**src/common/rtccs_pkg.sv**
```systemverilog
// Shared constants for the calendar clock control and status logic
package rtccs_pkg;
    // Register addresses on the 4-bit bus
    localparam logic [3:0] ADDR_WEEK = 4'hC;
    localparam logic [3:0] ADDR_CD   = 4'hD;
    localparam logic [3:0] ADDR_CE   = 4'hE;
    localparam logic [3:0] ADDR_CF   = 4'hF;

    // Access control register bits
    localparam int CD_HOLD = 0;
    localparam int CD_BUSY = 1;
    localparam int CD_FLAG = 2;
    localparam int CD_ADJ  = 3;

    // Periodic output control register bits
    localparam int CE_MASK = 0;
    localparam int CE_MODE = 1;
    localparam int CE_PSL  = 2;
    localparam int CE_PSH  = 3;

    // Counter clear control register bits
    localparam int CF_CLR = 0;

    // Reset values
    localparam logic [3:0] CE_RESET   = 4'h1;
    localparam logic       HOLD_RESET = 1'b0;
    localparam logic       CLR_RESET  = 1'b0;

    // Period selects
    localparam logic [1:0] PSEL_TICK = 2'h0;
    localparam logic [1:0] PSEL_SEC  = 2'h1;
    localparam logic [1:0] PSEL_MIN  = 2'h2;
    localparam logic [1:0] PSEL_HOUR = 2'h3;

    // Calendar limits
    localparam logic [2:0] WEEK_LAST  = 3'h6;
    localparam logic [5:0] SEC_LAST   = 6'h3B;
    localparam logic [5:0] SEC_HALF   = 6'h1E;
    localparam logic [5:0] MIN_LAST   = 6'h3B;
    localparam logic [4:0] HOUR_LAST  = 5'h17;
    localparam int         TICKS_PER_SEC = 64;

    // Timing: clock rate and printed durations
    localparam int CLK_MHZ   = 50;
    localparam int TICK_US   = 15625;
    localparam int BUSY_US   = 190;
    localparam int ADJ_US    = 125;
    localparam int PULSE_NS  = 7812500;
    localparam int TICK_CYC  = TICK_US * CLK_MHZ;
    localparam int BUSY_CYC  = BUSY_US * CLK_MHZ;
    localparam int ADJ_CYC   = ADJ_US * CLK_MHZ;
    localparam int PULSE_CYC = PULSE_NS / (1000 / CLK_MHZ);
endpackage : rtccs_pkg

```
**src/design/rtccs_prescaler.sv**
```systemverilog
// Sub-second prescaler giving 1/64 second ticks and carries into seconds
`timescale 1ns/1ps
`default_nettype none
module rtccs_prescaler #(
    parameter int TICK_CYC = rtccs_pkg::TICK_CYC
) (
    input  wire logic clk_sys,
    input  wire logic nrst,
    input  wire logic clk_en,
    input  wire logic clr,
    output logic      tick,
    output logic      sec_carry
);
    logic [19:0] div_r;
    logic [5:0]  sub_r;

    assign tick      = (div_r == 20'(TICK_CYC - 1)) && !clr;
    assign sec_carry = tick && (sub_r == 6'(rtccs_pkg::TICKS_PER_SEC - 1));

    always_ff @(posedge clk_sys or negedge nrst) begin
        if (!nrst) begin
            div_r <= 20'h00000;
            sub_r <= 6'h00;
        end else if (clk_en) begin
            if (clr) begin
                div_r <= 20'h00000;
                sub_r <= 6'h00;
            end else if (tick) begin
                div_r <= 20'h00000;
                sub_r <= sub_r + 6'h01;
            end else begin
                div_r <= div_r + 20'h00001;
            end
        end
    end
endmodule : rtccs_prescaler
`default_nettype wire

```
**src/design/rtccs_time_count.sv**
```systemverilog
// Seconds, minutes, hours and day-of-week counters with carry outputs
`timescale 1ns/1ps
`default_nettype none
module rtccs_time_count (
    input  wire logic       clk_sys,
    input  wire logic       nrst,
    input  wire logic       clk_en,
    input  wire logic       step,
    input  wire logic       adj_go,
    input  wire logic       week_wr,
    input  wire logic [2:0] week_wdata,
    output logic            min_carry,
    output logic            hour_carry,
    output logic [2:0]      week
);
    logic [5:0] sec_r;
    logic [5:0] min_r;
    logic [4:0] hour_r;
    logic       day_carry;

    // Rounding sends seconds of 30 or more up into the next minute
    assign min_carry  = (step && sec_r == rtccs_pkg::SEC_LAST)
                        || (adj_go && sec_r >= rtccs_pkg::SEC_HALF);
    assign hour_carry = min_carry && min_r == rtccs_pkg::MIN_LAST;
    assign day_carry  = hour_carry && hour_r == rtccs_pkg::HOUR_LAST;

    always_ff @(posedge clk_sys or negedge nrst) begin
        if (!nrst) begin
            sec_r  <= 6'h00;
            min_r  <= 6'h00;
            hour_r <= 5'h00;
        end else if (clk_en) begin
            if (adj_go || (step && sec_r == rtccs_pkg::SEC_LAST)) begin
                sec_r <= 6'h00;
            end else if (step) begin
                sec_r <= sec_r + 6'h01;
            end
            if (min_carry) begin
                min_r <= (min_r == rtccs_pkg::MIN_LAST) ? 6'h00 : min_r + 6'h01;
            end
            if (hour_carry) begin
                hour_r <= (hour_r == rtccs_pkg::HOUR_LAST) ? 5'h00 : hour_r + 5'h01;
            end
        end
    end

    always_ff @(posedge clk_sys or negedge nrst) begin
        if (!nrst) begin
            week <= 3'h0;
        end else if (clk_en) begin
            if (week_wr) begin
                week <= week_wdata;
            end else if (day_carry) begin
                week <= (week >= rtccs_pkg::WEEK_LAST) ? 3'h0 : week + 3'h1;
            end
        end
    end
endmodule : rtccs_time_count
`default_nettype wire

```
**src/design/rtccs_ctrl.sv**
```systemverilog
// Control and status logic of the calendar clock: bus, hold, adjust, periodic output
//
// Summary of operation
// - Day of week counts 0 to 6, wraps
// - Granted hold freezes counting from one-second digit up
// - One carry during hold applied on release
// - Chip select high-active low clears hold
// - Busy is 1 without hold, 0 while granted
// - Busy bit is read-only
// - Busy window 190 us each second; host retries
// - Control registers always accessible
// - Flag equals periodic pin driven low
// - Mask 0 lets events pull pin low
// - Interrupt mode latches; new events discarded
// - Waveform low ends on clear or 7.8125 ms
// - Mode bit selects latched request or pulse
// - Period select: 1/64 s, second, minute, hour
// - Adjust rounds seconds; bit self-clears after 125 us
// - Adjust carry low held until ticks resume
// - Time register writes never touch the pin
// - Clear bit holds prescaler; chip select clears
// - Writing 1 to flag keeps it
`timescale 1ns/1ps
`default_nettype none
module rtccs_ctrl #(
    parameter int TICK_CYC  = rtccs_pkg::TICK_CYC,
    parameter int BUSY_CYC  = rtccs_pkg::BUSY_CYC,
    parameter int ADJ_CYC   = rtccs_pkg::ADJ_CYC,
    parameter int PULSE_CYC = rtccs_pkg::PULSE_CYC
) (
    input  wire logic       clk_sys,
    input  wire logic       nrst,
    input  wire logic       clk_en,
    input  wire logic       chip_select_high_active,
    input  wire logic       sel_n,
    input  wire logic       ale,
    input  wire logic [3:0] addr,
    input  wire logic       wr_n,
    input  wire logic       rd_n,
    input  wire logic [3:0] data_in,
    output logic      [3:0] data_out,
    output logic            data_oe,
    output logic            periodic_pulse_pin_out,
    output logic            periodic_pulse_pin_oe
);
    logic        cs_ok;
    logic [3:0]  addr_r;
    logic [3:0]  eff_addr;
    logic        wr_n_r;
    logic        wr_stb;
    logic        wr_week;
    logic        wr_cd;
    logic        wr_ce;
    logic        wr_cf;
    logic        hold_r;
    logic        hold_nxt;
    logic        grant_r;
    logic        freeze;
    logic        release_hold;
    logic        pend_r;
    logic        busy_rd;
    logic [13:0] busy_cnt_r;
    logic        adj_r;
    logic        adj_go;
    logic [12:0] adj_cnt_r;
    logic [3:0]  ce_r;
    logic        clr_r;
    logic        tick;
    logic        sec_carry;
    logic        step;
    logic        min_carry;
    logic        hour_carry;
    logic [2:0]  week;
    logic        event_hit;
    logic        flag_r;
    logic        flag_set;
    logic        flag_clr;
    logic        flag_nxt;
    logic        auto_end;
    logic        wait_tick_r;
    logic [18:0] pulse_cnt_r;
    logic [3:0]  rd_val;

    // Bus front end: address latch and write strobe on rising write edge
    assign cs_ok    = chip_select_high_active && !sel_n;
    assign eff_addr = ale ? addr : addr_r;
    assign wr_stb   = clk_en && cs_ok && wr_n && !wr_n_r;
    assign wr_week  = wr_stb && eff_addr == rtccs_pkg::ADDR_WEEK;
    assign wr_cd    = wr_stb && eff_addr == rtccs_pkg::ADDR_CD;
    assign wr_ce    = wr_stb && eff_addr == rtccs_pkg::ADDR_CE;
    assign wr_cf    = wr_stb && eff_addr == rtccs_pkg::ADDR_CF;

    always_ff @(posedge clk_sys or negedge nrst) begin
        if (!nrst) begin
            addr_r <= 4'h0;
            wr_n_r <= 1'b1;
        end else if (clk_en) begin
            if (cs_ok && ale) begin
                addr_r <= addr;
            end
            wr_n_r <= wr_n || !cs_ok;
        end
    end

    // Hold and grant handshake
    always_comb begin
        hold_nxt = hold_r;
        if (!chip_select_high_active) begin
            hold_nxt = 1'b0;
        end else if (wr_cd) begin
            hold_nxt = data_in[rtccs_pkg::CD_HOLD];
        end
    end

    assign freeze       = hold_r && grant_r;
    assign release_hold = freeze && !hold_nxt;
    assign busy_rd      = !freeze;

    always_ff @(posedge clk_sys or negedge nrst) begin
        if (!nrst) begin
            hold_r  <= rtccs_pkg::HOLD_RESET;
            grant_r <= 1'b0;
        end else if (clk_en) begin
            hold_r <= hold_nxt;
            if (!hold_nxt) begin
                grant_r <= 1'b0;
            end else if (!hold_r) begin
                grant_r <= (busy_cnt_r == 14'h0000);
            end
        end
    end

    // Carry into seconds: suppressed under granted hold, one carry kept for release
    assign step = (sec_carry && !freeze) || (release_hold && (pend_r || sec_carry));

    always_ff @(posedge clk_sys or negedge nrst) begin
        if (!nrst) begin
            pend_r <= 1'b0;
        end else if (clk_en) begin
            if (release_hold || !freeze) begin
                pend_r <= 1'b0;
            end else if (sec_carry) begin
                pend_r <= 1'b1;
            end
        end
    end

    // Busy window following each seconds update
    always_ff @(posedge clk_sys or negedge nrst) begin
        if (!nrst) begin
            busy_cnt_r <= 14'h0000;
        end else if (clk_en) begin
            if (sec_carry) begin
                busy_cnt_r <= 14'(BUSY_CYC);
            end else if (busy_cnt_r != 14'h0000) begin
                busy_cnt_r <= busy_cnt_r - 14'h0001;
            end
        end
    end

    // Half-minute rounding with self-clearing status bit
    assign adj_go = wr_cd && data_in[rtccs_pkg::CD_ADJ] && !adj_r;

    always_ff @(posedge clk_sys or negedge nrst) begin
        if (!nrst) begin
            adj_r     <= 1'b0;
            adj_cnt_r <= 13'h0000;
        end else if (clk_en) begin
            if (adj_go) begin
                adj_r     <= 1'b1;
                adj_cnt_r <= 13'(ADJ_CYC - 1);
            end else if (adj_cnt_r != 13'h0000) begin
                adj_cnt_r <= adj_cnt_r - 13'h0001;
            end else begin
                adj_r <= 1'b0;
            end
        end
    end

    // Periodic output control and counter clear registers
    always_ff @(posedge clk_sys or negedge nrst) begin
        if (!nrst) begin
            ce_r <= rtccs_pkg::CE_RESET;
        end else if (clk_en && wr_ce) begin
            ce_r <= data_in;
        end
    end

    always_ff @(posedge clk_sys or negedge nrst) begin
        if (!nrst) begin
            clr_r <= rtccs_pkg::CLR_RESET;
        end else if (clk_en) begin
            if (!chip_select_high_active) begin
                clr_r <= 1'b0;
            end else if (wr_cf) begin
                clr_r <= data_in[rtccs_pkg::CF_CLR];
            end
        end
    end

    rtccs_prescaler #(
        .TICK_CYC (TICK_CYC)
    ) u_prescaler (
        .clk_sys   (clk_sys),
        .nrst      (nrst),
        .clk_en    (clk_en),
        .clr       (clr_r || adj_r),
        .tick      (tick),
        .sec_carry (sec_carry)
    );

    rtccs_time_count u_time_count (
        .clk_sys    (clk_sys),
        .nrst       (nrst),
        .clk_en     (clk_en),
        .step       (step),
        .adj_go     (adj_go),
        .week_wr    (wr_week),
        .week_wdata (data_in[2:0]),
        .min_carry  (min_carry),
        .hour_carry (hour_carry),
        .week       (week)
    );

    // Events come only from counter carries; an adjust write can raise one through the minute carry
    always_comb begin
        unique case (ce_r[rtccs_pkg::CE_PSH:rtccs_pkg::CE_PSL])
            rtccs_pkg::PSEL_TICK: event_hit = tick;
            rtccs_pkg::PSEL_SEC:  event_hit = step;
            rtccs_pkg::PSEL_MIN:  event_hit = min_carry;
            rtccs_pkg::PSEL_HOUR: event_hit = hour_carry;
        endcase
    end

    // Flag and pin; a set in the same cycle as a clear wins
    assign flag_set = clk_en && event_hit && !ce_r[rtccs_pkg::CE_MASK]
                      && !(ce_r[rtccs_pkg::CE_MODE] && flag_r);
    assign auto_end = !ce_r[rtccs_pkg::CE_MODE] && flag_r
                      && (wait_tick_r ? tick : pulse_cnt_r == 19'h00001);
    assign flag_clr = (wr_cd && !data_in[rtccs_pkg::CD_FLAG])
                      || ce_r[rtccs_pkg::CE_MASK] || auto_end;
    assign flag_nxt = flag_set ? 1'b1 : (flag_clr ? 1'b0 : flag_r);

    always_ff @(posedge clk_sys or negedge nrst) begin
        if (!nrst) begin
            flag_r                 <= 1'b0;
            periodic_pulse_pin_oe  <= 1'b0;
            periodic_pulse_pin_out <= 1'b0;
        end else if (clk_en) begin
            flag_r                 <= flag_nxt;
            periodic_pulse_pin_oe  <= flag_nxt;
            periodic_pulse_pin_out <= 1'b0;
        end
    end

    always_ff @(posedge clk_sys or negedge nrst) begin
        if (!nrst) begin
            pulse_cnt_r <= 19'h00000;
            wait_tick_r <= 1'b0;
        end else if (clk_en) begin
            if (flag_set) begin
                pulse_cnt_r <= 19'(PULSE_CYC);
                wait_tick_r <= adj_go || adj_r;
            end else if (!flag_nxt) begin
                pulse_cnt_r <= 19'h00000;
                wait_tick_r <= 1'b0;
            end else if (pulse_cnt_r > 19'h00001) begin
                pulse_cnt_r <= pulse_cnt_r - 19'h00001;
            end
        end
    end

    // Read path; busy reflects status only, no store behind it
    always_comb begin
        unique case (eff_addr)
            rtccs_pkg::ADDR_WEEK: rd_val = {1'b0, week};
            rtccs_pkg::ADDR_CD:   rd_val = {adj_r, flag_r, busy_rd, hold_r};
            rtccs_pkg::ADDR_CE:   rd_val = ce_r;
            rtccs_pkg::ADDR_CF:   rd_val = {3'h0, clr_r};
            default:              rd_val = 4'h0;
        endcase
    end

    always_ff @(posedge clk_sys or negedge nrst) begin
        if (!nrst) begin
            data_out <= 4'h0;
            data_oe  <= 1'b0;
        end else if (clk_en) begin
            data_out <= rd_val;
            data_oe  <= cs_ok && !rd_n && wr_n;
        end
    end
endmodule : rtccs_ctrl
`default_nettype wire

```
**config.mk**
```make
export PLATFORM = sky130hd
export DESIGN_NAME = rtccs_ctrl
export DESIGN_NICKNAME = d
export VERILOG_FILES = /design/src/common/rtccs_pkg.sv /design/src/design/rtccs_prescaler.sv /design/src/design/rtccs_time_count.sv /design/src/design/rtccs_ctrl.sv
export SDC_FILE = /design/constraint.sdc
export NUM_CORES = 1
export LEC_CHECK = 0
export ABC_AREA = 1
export BUFFER_PORTS_ARGS = -buffer_cell sky130_fd_sc_hd__buf_2
export CORE_UTILIZATION = 55
export DETAILED_ROUTE_END_ITERATION = 8
export HOLD_SLACK_MARGIN = 0.02
export PLACE_DENSITY = 0.76
export SYNTH_ARGS = -nofsm -noshare
export SYNTH_HDL_FRONTEND = slang
export SYNTH_HIERARCHICAL = 1
export SYNTH_SLANG_ARGS = --single-unit
```
**constraint.sdc**
```tcl
create_clock -name clk_sys -period 4.55 [get_ports clk_sys]
set_input_delay 0.91 -clock clk_sys [delete_from_list [all_inputs] [get_ports clk_sys]]
set_output_delay 0.91 -clock clk_sys [all_outputs]
set_load 0.03 [all_outputs]
```
=== After elaboration in Yosys (flattened, before gate mapping) ===
Index checks and enable logic that the tools add are counted.

* Register bits after elaboration: 113
* Input port bits: 16
* Output and inout port bits: 7
* Logic and storage cells: 164

* Add/subtract/negate cells: 9
* $lt $le $gt $ge: 3
* Equality and inequality tests: 18
* Multiplexer cells: 36
* Reductions and logical operators: 77

{| class="wikitable"
|+ Operators by type and width
! operator !! number
|-
| $mux 19 || 3
|-
| $mux 20 || 2
|-
| $logic_and 1x1->1 || 31
|-
| $mux 6 || 5
|-
| $mux 14 || 2
|-
| $reduce_and 2->1 || 14
|-
| $mux 13 || 2
|-
| $add 20x1->20 const B || 1
|-
| $eq 20x20->1 const B || 1
|-
| $eq 19x1->1 const B || 1
|-
| $gt 19x1->1 const B || 1
|-
| $sub 19x1->19 const B || 1
|-
| $add 6x1->6 const B || 3
|-
| $eq 6x6->1 const B || 3
|-
| $eq 4x4->1 const B || 4
|-
| $pmux 4 s4 || 1
|-
| $mux 1 || 15
|-
| $logic_not 14->1 || 1
|-
| $reduce_bool 14->1 || 1
|-
| $sub 14x1->14 const B || 1
|-
| $reduce_bool 13->1 || 1
|-
| $sub 13x1->13 const B || 1
|-
| $logic_not 1->1 || 12
|-
| $reduce_bool 2->1 || 6
|-
| 16 further kinds || 30
|}

=== Longest topological paths before layout ===
* Depth in word-level cells: 22
* Mapped depth: 26
* Depth with buffers taken out: 25

=== Cells and area by module ===
The synthesis kept the hierarchy.

{| class="wikitable"
|+ By module, submodules not included
! module !! instances !! cells each !! area an instance (µm²) !! sequential area each (µm²)
|-
| rtccs_ctrl || 1 || 540 || 4,076.4 || 1,679.1
|-
| rtccs_prescaler || 1 || 210 || 1,584.0 || 650.6
|-
| rtccs_time_count || 1 || 159 || 1,201.2 || 500.5
|}

=== Least setup slack after synthesis ===
OpenSTA, ideal clock, no wires.

* Path kind: reg-to-reg
* Start: reg u_prescaler.div_r[1]
* End: reg pulse_cnt_r[16]
* Setup time: 116 ps
* Arrival time: 3,206 ps
* Data required time: 4,434 ps
* Path slack: 1,228 ps
* Cell stages (with the launch flop): 27
* Buffers on the path: 1
* Period minus slack after synthesis: 3,322 ps
* Cell sequence: dfrtp_1 inv_1 ha_1 nand2_1 nor2_1 nand4_1 nor3_1 inv_1 o21ai_0 nand2_2 inv_1 nand2_1 inv_1 nand3_1 nand2_1 nand2_2 inv_2 nand2_2 inv_1 nand2_1 a311oi_2 nand2_4 nand3_4 nand2_4 buf_6 nand2_2 nand2_2

* Longest elaborated chain between the ends: 16
* Elaborated cells between the ends (all ways): 23
* Those cells by class: eq/ne: 2; mux: 6; reduce/logical: 15

{| class="wikitable"
|+ Ends and longest elaborated chain
! what !! RTL line !! RTL
|-
| from (decl) || rtccs_prescaler.sv:14 || <nowiki>logic [19:0] div_r;</nowiki>
|-
| from (signal assigned) || rtccs_prescaler.sv:32 || <nowiki>div_r <= div_r + 20'h00001;</nowiki>
|-
| $eq 20x20->1 * || rtccs_prescaler.sv:17 || <nowiki>assign tick = (div_r == 20'(TICK_CYC - 1)) && !clr;</nowiki>
|-
| $logic_and 1x1->1 * || rtccs_prescaler.sv:17 ||
|-
| $logic_and 1x1->1 * || rtccs_prescaler.sv:18 || <nowiki>assign sec_carry = tick && (sub_r == 6'(rtccs_pkg::TICKS_PER_SEC - 1));</nowiki>
|-
| net sec_carry || rtccs_ctrl.sv:69 || <nowiki>logic sec_carry;</nowiki>
|-
| $logic_or 1x1->1 || rtccs_ctrl.sv:134 || <nowiki>assign step = (sec_carry && !freeze) || (release_hold && (pend_r || sec_carry));</nowiki>
|-
| $logic_and 1x1->1 || rtccs_ctrl.sv:134 ||
|-
| $logic_or 1x1->1 * || rtccs_ctrl.sv:134 ||
|-
| net step || rtccs_ctrl.sv:70 || <nowiki>logic step;</nowiki>
|-
| [... 2 more ...] || n/a ||
|-
| net min_carry || rtccs_ctrl.sv:71 || <nowiki>logic min_carry;</nowiki>
|-
| $logic_and 1x1->1 * || rtccs_time_count.sv:24 || <nowiki>assign hour_carry = min_carry && min_r == rtccs_pkg::MIN_LAST;</nowiki>
|-
| net hour_carry || rtccs_ctrl.sv:72 || <nowiki>logic hour_carry;</nowiki>
|-
| $pmux 1 s4 * || rtccs_ctrl.sv:227 || <nowiki>unique case (ce_r[rtccs_pkg::CE_PSH:rtccs_pkg::CE_PSL])</nowiki>
|-
| $logic_and 1x1->1 * (2 in a row) || rtccs_ctrl.sv:236 || <nowiki>assign flag_set = clk_en && event_hit && !ce_r[rtccs_pkg::CE_MASK]</nowiki>
|-
| $logic_and 1x1->1 * || rtccs_ctrl.sv:237 || <nowiki>&& !(ce_r[rtccs_pkg::CE_MODE] && flag_r);</nowiki>
|-
| $mux 1 || rtccs_ctrl.sv:242 || <nowiki>assign flag_nxt = flag_set ? 1'b1 : (flag_clr ? 1'b0 : flag_r);</nowiki>
|-
| $ne 3x2->1 (no line) / $mux 19 (equally long branches) || n/a ||
|-
| $reduce_and 2->1 (no line) / $mux 19 (equally long branches) || n/a ||
|-
| to (signal assigned) || rtccs_ctrl.sv:262 || <nowiki>pulse_cnt_r <= 19'(PULSE_CYC);</nowiki>
|-
| to (signal assigned) || rtccs_ctrl.sv:268 || <nowiki>pulse_cnt_r <= pulse_cnt_r - 19'h00001;</nowiki>
|-
| to (decl) || rtccs_ctrl.sv:81 || <nowiki>logic [18:0] pulse_cnt_r;</nowiki>
|}

Mark *: on every way through the listed nets, which the timed path passes. The rest lies on a longest branch.
A chain may end at the register's enable or synchronous reset.

=== Worst setup path after layout ===
* Start: reg u_prescaler.div_r[1]
* End: reg pulse_cnt_r[1]

Same word-level chain as after synthesis.

==> run metrics <==
status=complete, no violations; CTS root buf=clkbuf_16; fillers=~1.0k; Vias=about 6k; RR Endpoint=pulse_cnt_r[1]; path depth of the worst reg2reg path=26; clk buf depth=2; r2r setup slk=between 0.8 and 0.9 ns; CTS resizes=0; number of synthesized flops with an enable pin=0; Max Clk Rate=271 MHz; nets=~970; Clock Pin Slew Worst Setup and Hold Paths=0.05 ns; most common library cells after synthesis=nand2_1 (231), nor2_1 (114), dfrtp_1 (111), inv_1 (103), nand3_1 (74); Final Critical Period=~3.7 ns; layout cells sized above 1=13.8%; Die X=approximately 110 µm; ant diodes=0; CP max stage delay=a little under 0.4 ns; fin crit share=approximately 81%; Synth area leader=dfrtp_1; RSZ-0062 raised after global routing=false; Die Ht=114 µm; Num CTS Buffers=17; critical path peak fanout=19; slew margin rel.=63.7%; ys flop type=dfrtp_1; crit path launch type=register; setup bufs post-CTS=0; IO Count=23; Post-Syn Area per Cell=7.55 µm²; Antenna Violating Nets Remaining=0; synthesized area=just under 7000 µm²; die area=~13000 µm²; CTS tree=yes; DRC=0; Max Cap Viol=0; initial antenna violation count=0; DP HPWL=10.5 mm; CP max stage cell=dfrtp_1; largest cells by area after synthesis=dfrtp_1 (40%), nand2_1 (13%), nor2_1 (6.2%); most instantiated library cell after synthesis=nand2_1; CP Capture Type=register; std cell rows=40; largest net degree at the start of global routing=between 40 and 50; Avg WL per Cell=~13 µm; vias in the first global route=about 5.6k; worst setup path startpoint=u_prescaler/div_r[1]; Netlist cell types=56; CORE AREA=approximately 12000 µm²; vias per cell=between 5 and 6; asr flop ratio synth=100%; Synth warnings=6; Clock Sinks=around 110; reg2reg start=u_prescaler/div_r[1]; htree depth=4; Max Slew Vio Count=0; CTS Hold Bufs=0; pwr dens=490 nW/µm²; gr ovfl total=0; Post-Synthesis Cells=909; P_leak=approximately 0.0039 µW; CP required=~4.9 ns; first-pass GRT wire length=25.9 mm; Syn Nets=roughly 940; GPL Wtd Cong=~0.90; WS Path Type=register to register; Synth top area share=between 40% and 50%; GRT Total Usage=about a quarter; post-synthesis register bit count=~110; worst slew pin tran=0.541 ns; Initial Util=between 50% and 60%; Pwr Total=between 3000 and 4000 µW; Total Wirelength=~15 mm; 1st-iter DRT viols=455; setup_tns=0 ns; Finish-stage setup viols=0; peak supply drop=about 370 µV; register area share after synthesis=roughly 41%; Worst Skew=0.00893 ns; DRT Pass-1 Iters=5; port buffer count=21; worst skew pair latency=approximately 0.42 ns; Area Growth Syn to Fin=12.8%; number of hold violations in the final report=0; CP arrival=3.99 ns; most frequent cell on the critical path=nand2_1; Hold/Removal Path Class=input port to async pin
sequential cells by signal (all words and copies together), names as in the netlist, 3 cells and up:
name and flops:
u_prescaler/sub_r 6, u_prescaler/div_r 20, data_out 4, u_time_count/week 3
busy_cnt_r 14, u_time_count/min_r 6, u_time_count/hour_r 5, u_time_count/sec_r 6
addr_r 4, adj_cnt_r 13, ce_r 4, pulse_cnt_r 19
layout by cell type (no fill, tap or decap), types with 12 or more instances in the layout:
master	count
nor2_1	114
inv_1	103
buf_2	20
a21oi_1	17
nand2_2	21
clkbuf_16	17
dfrtp_1	111
nand2_1	231
nor3_1	16
xor2_1	29
nand4_1	14
ha_1	12
o21ai_0	58
nand3_1	74
layer usage:
metal	global-route usage (%)	up-vias	share of wire [%]
li1	-	2976	-
met1	34.3	2746	47
met2	40.7	117	47
met3	6.64	12	4.4
met4	8.16	0	1.3
met5	0	-	0
worst max-delay path, delay by kind of cell, from the launching register on:
family / cells / cell delay (ns)
AND/OR/NAND/NOR: 16 / 1.96
buffers and inverters: 7 / 0.61
AO/OA/AOI/OAI: 2 / 0.44
flip-flops: 1 / 0.39
adder cells (fa/ha/maj): 1 / 0.15
layout make-up:
| class | count | area, µm² | share of cell area, % |
|---|---|---|---|
| repair buffers | 26 | 145 | 1.87 |
| clock inverters | 11 | 160 | 2.07 |
| multi-input cells | 670 | 3510 | 45.3 |
| inverters | 113 | 427 | 5.51 |
| clock buffers | 21 | 460 | 5.95 |
| flip-flops and latches | 113 | 2830 | 36.6 |
| well taps | 168 | 210 | 2.72 |
kinds of logic (layout without fill, tap and decap cells):
kind of cell / after synthesis / count (layout) / share of synthesized area, %
fa+ha+maj: 12 / 12 / 2.19
other cells: 1 / 1 / 0.0547
mux: 5 / 5 / 0.821
flops: 113 / 113 / 41.2
compound gates: 101 / 101 / 8.63
buf+inv: 126 / 171 / 7.62
simple gates: 514 / 514 / 34.7
xor+xnor: 37 / 37 / 4.72
metrics by stage:
stage	worst slack (ns)	hold slack, ns	area (µm²)	utilization, %	std cells
2_1_floorplan	1.23	0.452	6860	-	909
3_3_place_gp	0.877	0.468	7120	59.0	1090
3_5_place_dp	0.750	0.476	7120	59.0	1090
4_1_cts	0.846	0.477	7740	64.2	1122
5_1_grt	0.431	0.496	7740	64.2	1122
6_report	0.859	0.464	7740	64.2	1122
worst max-delay path by stage:
stage	endpoint	slack [ns]	cells after the start
floorplan	pulse_cnt_r[16]	1.23	26
global placement	pulse_cnt_r[2]	0.88	25
detailed placement	pulse_cnt_r[5]	0.75	25
CTS	pulse_cnt_r[1]	0.85	26
global route	pulse_cnt_r[6]	0.43	26
finish	pulse_cnt_r[1]	0.86	26
power breakdown:
part	internal, µW	switching [µW]
clock	938	451
combinational	375	625
sequential	1200	206
Power figures use the tool's default switching activity.
